==> src/design/pbtm_pkg.sv <==
// Package for the paired 8-bit timer block: register map, fields, codes and reset values
package pbtm_pkg;

	// ------------------------------------------------------------
	// Widths
	// ------------------------------------------------------------
	localparam int ADDR_W = 8;
	localparam int DATA_W = 8;
	localparam int PRE_W  = 9;

	// ------------------------------------------------------------
	// Register offsets
	// ------------------------------------------------------------
	localparam logic [ADDR_W-1:0] OFS_RUN     = 8'h00;
	localparam logic [ADDR_W-1:0] OFS_CMP_LO  = 8'h02;
	localparam logic [ADDR_W-1:0] OFS_CMP_HI  = 8'h03;
	localparam logic [ADDR_W-1:0] OFS_MODE    = 8'h04;
	localparam logic [ADDR_W-1:0] OFS_TOGGLE  = 8'h05;
	localparam logic [ADDR_W-1:0] OFS_CNT_LO  = 8'h06;
	localparam logic [ADDR_W-1:0] OFS_CNT_HI  = 8'h07;

	// ------------------------------------------------------------
	// Field positions
	// ------------------------------------------------------------
	localparam int RUN_LO_BIT   = 0;
	localparam int RUN_HI_BIT   = 1;
	localparam int RUN_PRE_BIT  = 2;
	localparam int RUN_IDLE_BIT = 3;
	localparam int RUN_DBE_BIT  = 7;
	localparam int MODE_LSB     = 6;
	localparam int PWM_LSB      = 4;
	localparam int HCLK_LSB     = 2;
	localparam int LCLK_LSB     = 0;
	localparam int TG_SEL_BIT   = 0;
	localparam int TG_IE_BIT    = 1;
	localparam int TG_CMD_LSB   = 2;

	// Prescaler tap bit for each tick rate
	localparam int TAP_T1   = 0;
	localparam int TAP_T4   = 2;
	localparam int TAP_T16  = 4;
	localparam int TAP_T256 = 8;

	// ------------------------------------------------------------
	// Reset values
	// ------------------------------------------------------------
	localparam logic [DATA_W-1:0] RST_BYTE = 8'h00;
	localparam logic [PRE_W-1:0]  RST_PRE  = 9'h000;

	// ------------------------------------------------------------
	// Codes
	// ------------------------------------------------------------
	typedef enum logic [1:0] {
		PBTM_DUAL8 = 2'b00,
		PBTM_CAS16 = 2'b01,
		PBTM_PPG   = 2'b10,
		PBTM_PWM   = 2'b11
	} pbtm_mode_t;

	localparam logic [1:0] PWM_P6 = 2'b01;
	localparam logic [1:0] PWM_P7 = 2'b10;
	localparam logic [1:0] PWM_P8 = 2'b11;

	localparam logic [1:0] CLK_SEL0 = 2'b00;
	localparam logic [1:0] CLK_SEL1 = 2'b01;
	localparam logic [1:0] CLK_SEL2 = 2'b10;

	localparam logic [1:0] TG_INVERT = 2'b00;
	localparam logic [1:0] TG_SET    = 2'b01;
	localparam logic [1:0] TG_CLEAR  = 2'b10;

	// ------------------------------------------------------------
	// Register bus request
	// ------------------------------------------------------------
	typedef struct packed {
		logic [ADDR_W-1:0] addr;
		logic [DATA_W-1:0] wdata;
		logic              we;
		logic              re;
	} pbtm_bus_req_t;

endpackage

==> src/design/pbtm_timer_pair.sv <==
// Paired 8-bit timer with dual, cascaded, pulse-generator and PWM modes
//
// Operation
// - Run register bits four to six read zero
// - Run register holds idle, prescaler, timer runs
// - Clearing run bit stops, zeroes counter
// - Lower clock: external pin or three taps
// - Upper clock: lower match or three taps; in PWM mode the lower match setting gives no clock
// - Toggle flip-flop drives timer output pin
// - Toggle control clears and enables inversion
// - Mode 01 joins timers into sixteen bits
// - Cascade: upper clocked by lower overflow
// - Cascade: lower match pulses, no clear
// - Cascade full match clears both, interrupts
// - Pulse mode toggles on either compare
// - Pulse polarity chosen by toggle preset
// - Pulse mode reloads buffer on upper match
// - PWM on lower timer, upper stays timer
// - PWM toggles on match and period overflow
// - PWM reloads buffer on period overflow
// - PWM period two to six, seven, eight
// - Mode and period field encodings fixed
// - Buffered writes skip the compare register
//
// Our own choices: the strobed register port and the placing of the registers.
`timescale 1ns/1ps

module pbtm_timer_pair (
	input  wire logic                          clk,
	input  wire logic                          arst_n,
	input  wire pbtm_pkg::pbtm_bus_req_t       bus_req,
	output logic      [pbtm_pkg::DATA_W-1:0]   bus_rdata_q,
	input  wire logic                          ext_count_clock_pin,
	input  wire logic                          light_sleep_state,
	output logic                               timer_out_pin,
	output logic                               lower_match_irq,
	output logic                               upper_match_irq
);
	import pbtm_pkg::*;

	// ------------------------------------------------------------
	// Registers
	// ------------------------------------------------------------
	logic [DATA_W-1:0] run_q;
	logic [DATA_W-1:0] mode_q;
	logic [1:0]        tg_ctl_q;
	logic [DATA_W-1:0] cmp_lo_q;
	logic [DATA_W-1:0] cmp_lo_buf_q;
	logic [DATA_W-1:0] cmp_hi_q;
	logic [DATA_W-1:0] cnt_lo_q;
	logic [DATA_W-1:0] cnt_hi_q;
	logic [PRE_W-1:0]  pre_q;
	logic              ff_q;
	logic              ext_s1_q;
	logic              ext_s2_q;
	logic              ext_s3_q;
	logic              ext_lvl_q;
	logic              lo_irq_q;
	logic              hi_irq_q;

	logic              wr_run;
	logic              wr_mode;
	logic              wr_tg;
	logic              wr_cmp_lo;
	logic              wr_cmp_hi;
	pbtm_mode_t        mode;
	logic [1:0]        pwm_sel;
	logic [1:0]        hclk_sel;
	logic [1:0]        lclk_sel;
	logic              dbe;
	logic              run_lo;
	logic              run_hi;
	logic              pre_run;
	logic              halt;
	logic              tick_t1;
	logic              tick_t4;
	logic              tick_t16;
	logic              tick_t256;
	logic              ext_rise;
	logic              tick_lo;
	logic              tick_hi;
	logic [DATA_W-1:0] lo_inc;
	logic [DATA_W-1:0] hi_inc;
	logic              lo_match;
	logic              hi_match_ppg;
	logic              lo_ovf;
	logic              pwm_ovf;
	logic              full16;
	logic              hi_match;
	logic              dual_toggle;
	logic              toggle_ev;
	logic              db_load;

	// Register field views
	assign mode     = pbtm_mode_t'(mode_q[MODE_LSB +: 2]);
	assign pwm_sel  = mode_q[PWM_LSB +: 2];
	assign hclk_sel = mode_q[HCLK_LSB +: 2];
	assign lclk_sel = mode_q[LCLK_LSB +: 2];
	assign dbe      = run_q[RUN_DBE_BIT];
	assign run_lo   = run_q[RUN_LO_BIT];
	assign run_hi   = run_q[RUN_HI_BIT];
	// Light sleep without the operate bit freezes the whole pair
	assign halt     = light_sleep_state & ~run_q[RUN_IDLE_BIT];
	assign pre_run  = run_q[RUN_PRE_BIT] & ~halt;

	// Write decode
	always_comb begin
		wr_run    = 1'b0;
		wr_mode   = 1'b0;
		wr_tg     = 1'b0;
		wr_cmp_lo = 1'b0;
		wr_cmp_hi = 1'b0;
		if (bus_req.we && bus_req.addr == OFS_RUN) begin
			wr_run = 1'b1;
		end else if (bus_req.we && bus_req.addr == OFS_MODE) begin
			wr_mode = 1'b1;
		end else if (bus_req.we && bus_req.addr == OFS_TOGGLE) begin
			wr_tg = 1'b1;
		end else if (bus_req.we && bus_req.addr == OFS_CMP_LO) begin
			wr_cmp_lo = 1'b1;
		end else if (bus_req.we && bus_req.addr == OFS_CMP_HI) begin
			wr_cmp_hi = 1'b1;
		end
	end

	// ------------------------------------------------------------
	// Control registers
	// ------------------------------------------------------------
	// run register storage; buffering resets disabled
	always_ff @(posedge clk or negedge arst_n) begin
		if (!arst_n) begin
			run_q <= RST_BYTE;
		end else if (wr_run) begin
			run_q <= bus_req.wdata & 8'h8f;
		end
	end

	// Mode, clock selects and PWM period
	always_ff @(posedge clk or negedge arst_n) begin
		if (!arst_n) begin
			mode_q <= RST_BYTE;
		end else if (wr_mode) begin
			mode_q <= bus_req.wdata;
		end
	end

	// Toggle enable and source select
	always_ff @(posedge clk or negedge arst_n) begin
		if (!arst_n) begin
			tg_ctl_q <= 2'b00;
		end else if (wr_tg) begin
			tg_ctl_q <= bus_req.wdata[TG_IE_BIT:TG_SEL_BIT];
		end
	end

	// write always lands in the buffer
	always_ff @(posedge clk or negedge arst_n) begin
		if (!arst_n) begin
			cmp_lo_buf_q <= RST_BYTE;
		end else if (wr_cmp_lo) begin
			cmp_lo_buf_q <= bus_req.wdata;
		end
	end

	// direct write only when unbuffered; reload on event
	always_ff @(posedge clk or negedge arst_n) begin
		if (!arst_n) begin
			cmp_lo_q <= RST_BYTE;
		end else if (wr_cmp_lo && !dbe) begin
			cmp_lo_q <= bus_req.wdata;
		end else if (db_load && dbe) begin
			cmp_lo_q <= cmp_lo_buf_q;
		end
	end

	// Upper compare register
	always_ff @(posedge clk or negedge arst_n) begin
		if (!arst_n) begin
			cmp_hi_q <= RST_BYTE;
		end else if (wr_cmp_hi) begin
			cmp_hi_q <= bus_req.wdata;
		end
	end

	// ------------------------------------------------------------
	// Read port
	// ------------------------------------------------------------
	// bits four to six read zero; compares read zero
	always_ff @(posedge clk or negedge arst_n) begin
		if (!arst_n) begin
			bus_rdata_q <= RST_BYTE;
		end else if (!bus_req.re) begin
			bus_rdata_q <= RST_BYTE;
		end else if (bus_req.addr == OFS_RUN) begin
			bus_rdata_q <= run_q & 8'h8f;
		end else if (bus_req.addr == OFS_MODE) begin
			bus_rdata_q <= mode_q;
		end else if (bus_req.addr == OFS_TOGGLE) begin
			bus_rdata_q <= {ff_q, 5'h00, tg_ctl_q};
		end else if (bus_req.addr == OFS_CNT_LO) begin
			bus_rdata_q <= cnt_lo_q;
		end else if (bus_req.addr == OFS_CNT_HI) begin
			bus_rdata_q <= cnt_hi_q;
		end else begin
			bus_rdata_q <= RST_BYTE;
		end
	end

	// ------------------------------------------------------------
	// Prescaler and external clock
	// ------------------------------------------------------------
	// Free counter, held at zero while stopped
	always_ff @(posedge clk or negedge arst_n) begin
		if (!arst_n) begin
			pre_q <= RST_PRE;
		end else if (!run_q[RUN_PRE_BIT]) begin
			pre_q <= RST_PRE;
		end else if (pre_run) begin
			pre_q <= pre_q + 9'h001;
		end
	end

	// Tap ticks fire when all bits below and at the tap are ones
	assign tick_t1   = pre_run & (&pre_q[TAP_T1:0]);
	assign tick_t4   = pre_run & (&pre_q[TAP_T4:0]);
	assign tick_t16  = pre_run & (&pre_q[TAP_T16:0]);
	assign tick_t256 = pre_run & (&pre_q[TAP_T256:0]);

	// Pin synchroniser; level follows once stages two and three agree
	always_ff @(posedge clk or negedge arst_n) begin
		if (!arst_n) begin
			ext_s1_q  <= 1'b0;
			ext_s2_q  <= 1'b0;
			ext_s3_q  <= 1'b0;
			ext_lvl_q <= 1'b0;
		end else begin
			ext_s1_q <= ext_count_clock_pin;
			ext_s2_q <= ext_s1_q;
			ext_s3_q <= ext_s2_q;
			if (ext_s2_q == ext_s3_q) begin
				ext_lvl_q <= ext_s3_q;
			end
		end
	end

	assign ext_rise = ext_s2_q & ext_s3_q & ~ext_lvl_q & ~halt;

	// lower clock choice: pin, T1, T4, T16
	always_comb begin
		case (lclk_sel)
			CLK_SEL0: tick_lo = ext_rise;
			CLK_SEL1: tick_lo = tick_t1;
			CLK_SEL2: tick_lo = tick_t4;
			default:  tick_lo = tick_t16;
		endcase
		tick_lo = tick_lo & run_lo;
	end

	// ------------------------------------------------------------
	// Match logic
	// ------------------------------------------------------------
	assign lo_inc = cnt_lo_q + 8'h01;
	assign hi_inc = cnt_hi_q + 8'h01;
	// Compare value zero matches on wrap, a period of 256 ticks
	assign lo_match     = tick_lo & (lo_inc == cmp_lo_q);
	assign hi_match_ppg = tick_lo & (lo_inc == cmp_hi_q);
	assign lo_ovf       = tick_lo & (cnt_lo_q == 8'hff);

	// period end at 2^6, 2^7 or 2^8 ticks
	always_comb begin
		case (pwm_sel)
			PWM_P6:  pwm_ovf = tick_lo & (cnt_lo_q[5:0] == 6'h3f);
			PWM_P7:  pwm_ovf = tick_lo & (cnt_lo_q[6:0] == 7'h7f);
			PWM_P8:  pwm_ovf = lo_ovf;
			default: pwm_ovf = 1'b0;
		endcase
	end

	// both halves equal their compares together
	assign full16 = (mode == PBTM_CAS16) & lo_match & (cnt_hi_q == cmp_hi_q);

	always_comb begin
		tick_hi = 1'b0;
		case (mode)
			PBTM_DUAL8: begin
				case (hclk_sel)
					CLK_SEL0: tick_hi = lo_match;
					CLK_SEL1: tick_hi = tick_t1;
					CLK_SEL2: tick_hi = tick_t16;
					default:  tick_hi = tick_t256;
				endcase
			end
			PBTM_CAS16: tick_hi = lo_ovf;
			PBTM_PWM: begin
				case (hclk_sel)
					CLK_SEL1: tick_hi = tick_t1;
					CLK_SEL2: tick_hi = tick_t16;
					CLK_SEL0: tick_hi = 1'b0;
					default:  tick_hi = tick_t256;
				endcase
			end
			default: tick_hi = 1'b0;
		endcase
		tick_hi = tick_hi & run_hi;
	end

	assign hi_match = tick_hi & (hi_inc == cmp_hi_q);

	// ------------------------------------------------------------
	// Up counters
	// ------------------------------------------------------------
	// stop clears lower counter
	always_ff @(posedge clk or negedge arst_n) begin
		if (!arst_n) begin
			cnt_lo_q <= RST_BYTE;
		end else if (!run_lo) begin
			cnt_lo_q <= RST_BYTE;
		end else if (tick_lo) begin
			case (mode)
				PBTM_DUAL8: cnt_lo_q <= lo_match ? RST_BYTE : lo_inc;
				PBTM_CAS16: cnt_lo_q <= full16 ? RST_BYTE : lo_inc;
				// upper compare ends the pulse period
				PBTM_PPG:   cnt_lo_q <= hi_match_ppg ? RST_BYTE : lo_inc;
				default:    cnt_lo_q <= pwm_ovf ? RST_BYTE : lo_inc;
			endcase
		end
	end

	// stop clears upper counter; cascade half
	always_ff @(posedge clk or negedge arst_n) begin
		if (!arst_n) begin
			cnt_hi_q <= RST_BYTE;
		end else if (!run_hi || full16 || mode == PBTM_PPG) begin
			cnt_hi_q <= RST_BYTE;
		end else if (tick_hi) begin
			cnt_hi_q <= (hi_match && mode != PBTM_CAS16) ? RST_BYTE : hi_inc;
		end
	end

	// ------------------------------------------------------------
	// Toggle flip-flop and events
	// ------------------------------------------------------------
	// PWM inverts on match and period end; pulse mode on either compare
	always_comb begin
		dual_toggle = tg_ctl_q[TG_SEL_BIT] ? hi_match : lo_match;
		case (mode)
			PBTM_DUAL8: toggle_ev = dual_toggle;
			PBTM_CAS16: toggle_ev = full16;
			PBTM_PPG:   toggle_ev = lo_match | hi_match_ppg;
			default:    toggle_ev = lo_match | pwm_ovf;
		endcase
	end

	assign db_load = (mode == PBTM_PPG) ? hi_match_ppg : ((mode == PBTM_PWM) & pwm_ovf);

	// software preset wins over an inversion in the same cycle
	always_ff @(posedge clk or negedge arst_n) begin
		if (!arst_n) begin
			ff_q <= 1'b0;
		end else if (wr_tg && bus_req.wdata[TG_CMD_LSB +: 2] == TG_CLEAR) begin
			ff_q <= 1'b0;
		end else if (wr_tg && bus_req.wdata[TG_CMD_LSB +: 2] == TG_SET) begin
			ff_q <= 1'b1;
		end else if (wr_tg && bus_req.wdata[TG_CMD_LSB +: 2] == TG_INVERT) begin
			ff_q <= ~ff_q;
		end else if (toggle_ev && tg_ctl_q[TG_IE_BIT]) begin
			ff_q <= ~ff_q;
		end
	end

	assign timer_out_pin = ff_q;

	always_ff @(posedge clk or negedge arst_n) begin
		if (!arst_n) begin
			lo_irq_q <= 1'b0;
			hi_irq_q <= 1'b0;
		end else begin
			lo_irq_q <= lo_match & (mode != PBTM_PPG);
			hi_irq_q <= (mode == PBTM_CAS16) ? full16 : ((mode == PBTM_PPG) ? hi_match_ppg : hi_match);
		end
	end

	assign lower_match_irq = lo_irq_q;
	assign upper_match_irq = hi_irq_q;

endmodule // pbtm_timer_pair

==> config.mk <==
export PLATFORM = sky130hd
export DESIGN_NAME = pbtm_timer_pair
export DESIGN_NICKNAME = d
export VERILOG_FILES = /design/src/design/pbtm_pkg.sv /design/src/design/pbtm_timer_pair.sv
export SDC_FILE = /design/constraint.sdc
export NUM_CORES = 1
export LEC_CHECK = 0
export BUFFER_PORTS_ARGS = -buffer_cell sky130_fd_sc_hd__buf_2
export CAP_MARGIN = 20
export CORE_MARGIN = 2
export CORE_UTILIZATION = 40
export CTS_CLUSTER_SIZE = 14
export DETAILED_ROUTE_END_ITERATION = 12
export SKIP_LAST_GASP = 1
export SYNTH_ARGS = -nofsm -noshare
export SYNTH_HDL_FRONTEND = slang
export SYNTH_SLANG_ARGS = --single-unit
==> constraint.sdc <==
create_clock -name clk -period 5.1 [get_ports clk]
set_input_delay 0.255 -clock clk [delete_from_list [all_inputs] [get_ports clk]]
set_output_delay 0.255 -clock clk [all_outputs]
set_load 0.05 [all_outputs]
---- Yosys cells after proc, flatten, opt, wreduce, memory -nomap -nowiden ----
Cells that the tools add are included.
word-level totals
  logic and storage cells ................. 153
  output and inout port bits .............. 11
  bits in registers ....................... 79
cells by class
  bitwise logic cells ..................... 27
  mux-type cells .......................... 49
  add/sub/neg operators ................... 3
  reductions and logical operators ........ 27
  eq/ne operators ......................... 30
operators by type and width
  operator             number
  $mux 8               17
  $eq 8x3->1 const B   4
  $eq 8x8->1           4
  $pmux 8 s3           1
  $mux 1               23
  $and 1x1->1          21
  $mux 9               2
  $pmux 1 s3           6
  $add 8x1->8 const B  2
  $eq 8x2->1 const B   2
  $eq 2x2->1 const B   7
  $logic_and 1x1->1    12
  $eq 2x1->1 const B   5
  $add 9x1->9 const B  1
  $reduce_and 9->1     1
  $eq 8x8->1 const B   1
  $logic_not 2->1      4
  $logic_not 8->1      1
  $eq 7x7->1 const B   1
  $eq 6x6->1 const B   1
  $ne 2x1->1 const B   3
  $reduce_and 5->1     1
  $not 1->1            4
  $reduce_bool 2->1    2
  other kinds (7)      10

---- Logic depth before layout (Yosys ltp) ----
  word-level depth ........................ 19
  mapped depth ............................ 12
  depth with buffers taken out ............ 11

---- Worst setup path after synthesis ----
No wires, ideal clock.
  path type ............................... flip-flop to flip-flop
  from .................................... register cnt_lo_q[1]
  to ...................................... register cnt_hi_q[6]
  path slack .............................. 2.270 ns
  buffers on the path ..................... 2
  clock period less this slack ............ 2.830 ns
  stages on the path, launching flop included .. 12
  arrival ................................. 2.706 ns
  library setup time ...................... 0.124 ns
  required time ........................... 4.976 ns
  cell sequence ........................... dfrtp_1 > ha_1 > buf_6 > inv_2 > or4_4 > a21oi_4 > o2111ai_4 > or3_4 > and2_4 > buf_6 > nor3b_4 > a211o_1
between the ends
  cells in the longest elaborated chain, start to end .. 11
  elaborated cells between the ends (all ways) .. 18
  those cells by class .................... add/sub: 1; eq/ne: 2; mux: 5; bitwise: 6; reduce/logical: 4
ends and longest elaborated chain
  what                      RTL line                text
  start: declaration        pbtm_timer_pair.sv:50   logic [DATA_W-1:0] cnt_lo_q;
  start signal: assignment  pbtm_timer_pair.sv:320  PBTM_DUAL8: cnt_lo_q <= lo_match ? RST_BYTE : lo_inc;
  start signal: assignment  pbtm_timer_pair.sv:321  PBTM_CAS16: cnt_lo_q <= full16 ? RST_BYTE : lo_inc;
  start signal: assignment  pbtm_timer_pair.sv:323  PBTM_PPG: cnt_lo_q <= hi_match_ppg ? RST_BYTE : lo_inc;
  $add 8x1->8               pbtm_timer_pair.sv:262  assign lo_inc = cnt_lo_q + 8'h01;
  $eq 8x8->1                pbtm_timer_pair.sv:265  assign lo_match = tick_lo & (lo_inc == cmp_lo_q);
  $and 1x1->1               pbtm_timer_pair.sv:265
  $pmux 1 s3                pbtm_timer_pair.sv:286  case (hclk_sel)
  $pmux 1 s3                pbtm_timer_pair.sv:284  case (mode)
  $and 1x1->1               pbtm_timer_pair.sv:304  tick_hi = tick_hi & run_hi;
  $and 1x1->1               pbtm_timer_pair.sv:307  assign hi_match = tick_hi & (hi_inc == cmp_hi_q);
  $logic_and 1x1->1         pbtm_timer_pair.sv:336  cnt_hi_q <= (hi_match && mode != PBTM_CAS16) ? RST_BYTE : hi_inc;
  $mux 8                    pbtm_timer_pair.sv:336
  $mux 8                    pbtm_timer_pair.sv:335  end else if (tick_hi) begin
  $mux 8                    pbtm_timer_pair.sv:333  end else if (!run_hi || full16 || mode == PBTM_PPG) begin
  end signal: assignment    pbtm_timer_pair.sv:336
  end: declaration          pbtm_timer_pair.sv:51   logic [DATA_W-1:0] cnt_hi_q;
Parallel ways exist; a longest one is shown, timed or not. The select of a mux whose other input is x is not followed.
A chain may end at the register's enable or synchronous reset.

---- Final worst setup path ----
  from .................................... register cnt_lo_q[2]
  to ...................................... register cnt_lo_q[4]
between the ends
  cells in the longest elaborated chain, start to end .. 9
  elaborated cells between the ends (all ways) .. 21
  those cells by class .................... add/sub: 1; eq/ne: 5; mux: 8; bitwise: 7
ends and longest elaborated chain
  what                       RTL line                text
  $add 8x1->8                pbtm_timer_pair.sv:262
  $eq 8x8->1                 pbtm_timer_pair.sv:265
  $and 1x1->1                pbtm_timer_pair.sv:265
  $and 1x1->1 (2 in series)  pbtm_timer_pair.sv:280  assign full16 = (mode == PBTM_CAS16) & lo_match & (cnt_hi_q == cmp_hi_q);
  $mux 8                     pbtm_timer_pair.sv:321
  $pmux 8 s3 *               pbtm_timer_pair.sv:319  case (mode)
  $mux 8 *                   pbtm_timer_pair.sv:318  end else if (tick_lo) begin
  $mux 8 *                   pbtm_timer_pair.sv:316  end else if (!run_lo) begin
Every way passes the cells marked *; elsewhere a longest branch is shown, timed or not. The select of a mux whose other input is x is not followed.

==> reports/metrics.csv <==
metric,value,unit
gpl congestion,0.9909,
sequential share of the synthesized area,40.00,%
R2R depth,8,
final hold viol count,0,
Die H,115.2,um
dpl cells,661,
setup tns final,0,ns
Post-Syn Nets,541,
sequential cell area,1977,um^2
P per Cell Area,271.8,nW/um^2
Synth Instances,509,
Die Area,13260,um^2
DR pass1 iterations,5,
n_diodes,0,
largest cells by area after synthesis,"dfrtp_1 40%, mux2_2 6.2%, mux2i_1 3.4%, xnor2_1 3.2%, nand2_1 3.1%",
post-synthesis area per instance,9.710,um^2
Logic pwr share,9.1,%
synth cell count leaders,"79 x dfrtp_1, 41 x nand2_1, 28 x nor2_1, 27 x mux2_2, 19 x o21ai_0",
core area,12010,um^2
Clock Latency Late Sink,0.35,ns
most frequent cell after synthesis,dfrtp_1,
number of routed nets with antenna violations,0,
final hold slack,0.05734,ns
row count,40,
vias per cell,6.053,
Root Buffer,clkbuf_16,
cts bufs inserted,9,
Max-slew headroom,27.20,%
area delta synth->final,11.06,%
CP required,5.37,ns
leak pwr,0.002419,uW
clk_skew,0.006964,ns
period utilization,67.32,%
"FFs w/ async S/R, synth",100.0,%
I/O Pins,33,
DR iter-0 viols,304,
# nets final,558,
Hold Crit Class,in2async,
Main synth FF type,dfrtp_1,
#FFs+latches synth,79,
post-cts sizing count,0,
CP max FO,13,
sequential power share,45.5,%
Sw Share,26.29,%
Worst setup EP type,register,
CP Launch Type,register,
Yosys warnings,0,
Vias,4104,
total length of routed wires,13380,um
largest net degree at the start of global routing,80,
Clk pwr share,45.4,%
"Power, Total",1492,uW
cell taking the most area after synthesis,dfrtp_1,
CTS Buffer Depth,2,
sw power,392.3,uW
Fillers,1156,
GRT Overall Usage,21.73,%
share of the synthesized area in the top cell type,40.00,%
Netlist cell types,74,
outcome,"finished, final reports clean",
Non-Filler Instances,678,
RSZ-0062 raised after global routing,false,
wire per inst,19.73,um
FF-to-FF setup slack,1.67,ns
H-tree lvl count,3,
Pint,1100,uW
first-pass GRT wire length,21870,um
max cap viols,0,
GRT Residual Overflow,0,
clk slew on worst S/H paths,0.06,ns
# port buffers,32,
Fmax,291.3,MHz
TritonCTS clock tree,done,
layout cells sized above 1,17.70,%
vias in the first global route,3958,
chip width,115.2,um
# setup viols final,0,
Max Slew Vio Count,0,
Initial Util,41.15,%
area taken by multi-input logic gates,2770,um^2
initial antenna violation count,0,
Sink Count,79,
Final Critical Period,3.433,ns
"EDFF count, synth",0,
Mapped Area,4942,um^2
Crit Path Category,reg2reg,
HPWL after detailed placement,9595,um
Slew @ Worst Pin,1.085,ns
VDD IR-drop max,0.2025,mV
CP arrival,3.70,ns
DRC errors left,0,
[cell families after synthesis]
group,count (synthesis),synth area share [%]
buffers and inverters,45,3.949
xor gates and xnor gates,32,5.949
muxes,47,10.96
AOI/OAI and AO/OA,102,14.35
and+or+nand+nor,194,22.25
DFF,79,40.00
adders and majority gates,10,2.532
[path summary, 6_finish.rpt]
path,from,endpoint
min,arst_n,cnt_hi_q[4]$_DFFE_PN0P_
min in group clk,bus_req[0],bus_rdata_q[2]$_DFF_PN0_
max reg2reg,cnt_lo_q[2]$_DFFE_PN0P_,cnt_lo_q[4]$_DFFE_PN0P_
max in group asynchronous,arst_n,cmp_lo_buf_q[4]$_DFFE_PN0P_
max,cnt_lo_q[2]$_DFFE_PN0P_,cnt_lo_q[4]$_DFFE_PN0P_
min reg2reg,ext_s1_q$_DFF_PN0_,ext_s2_q$_DFF_PN0_
[metrics by stage]
step	instance area, um^2	utilization, %	setup WS (ns)
after floorplan	4942	-	2.270
after global placement	5165	43.00	1.862
after detailed placement	5165	43.00	1.780
after CTS	5489	45.70	1.748
after global routing	5489	45.70	1.478
final	5489	45.70	1.667
[final cells by class]
type                    instances  area share (%)
clock inverters                 6           1.368
repair buffers                 34           3.282
clock buffers                  10           4.354
flip-flops and latches         79           36.02
well taps                     147           3.351
inverters                      17           1.163
multi-input cells             385           50.47
[power groups by stage]
stage / logic, uW / clock network [uW] / registers (uW)
2_1_floorplan: 81.5 / 0 / 681
3_3_place_gp: 134 / 0 / 689
3_5_place_dp: 134 / 0 / 689
4_1_cts: 136 / 694 / 678
5_1_grt: 151 / 718 / 682
6_report: 136 / 678 / 679
[critical path, stage by stage (launching register included)]
cell,delay (ns)
dfrtp_1,0.62
nand3_1,0.47
xor2_1,0.27
a31o_1,0.26
or2_2,0.32
and4b_1,0.19
o21ai_1,0.83
a31oi_1,0.18
mux2i_1,0.19
[flip-flops by register name, indices dropped and copies added, names as in the netlist, 2 cells and up]
register / flops
bus_rdata_q: 8
cmp_hi_q: 8
cmp_lo_buf_q: 8
cmp_lo_q: 8
cnt_hi_q: 8
cnt_lo_q: 8
mode_q: 8
pre_q: 9
run_q: 5
tg_ctl_q: 2
[repair_timing]
item                      CTS  global route
hold buffers                1             0
hold endpoints to repair    1             0
buffers inserted            0             0
[placed cells by master (no fill, tap or decap), drive strengths merged, types with 10 or more instances in the layout]
cell     n
a21oi   16
mux2i   17
ha      10
xnor2   18
nand2   41
nand3   18
o21ai   28
dfrtp   79
clkbuf  10
buf     33
nor3    14
and2    11
and3    13
mux2    27
nand4   10
nor2    29
inv     19
xor2    13
nor2b   12
[routing by layer]
metal	part of all wire, %	GRT usage (%)
met1	46	30.33
met2	46	33.02
met3	5.7	4.586
met4	2.6	8.755
met5	0	0
(Power assumes the default switching activity.)
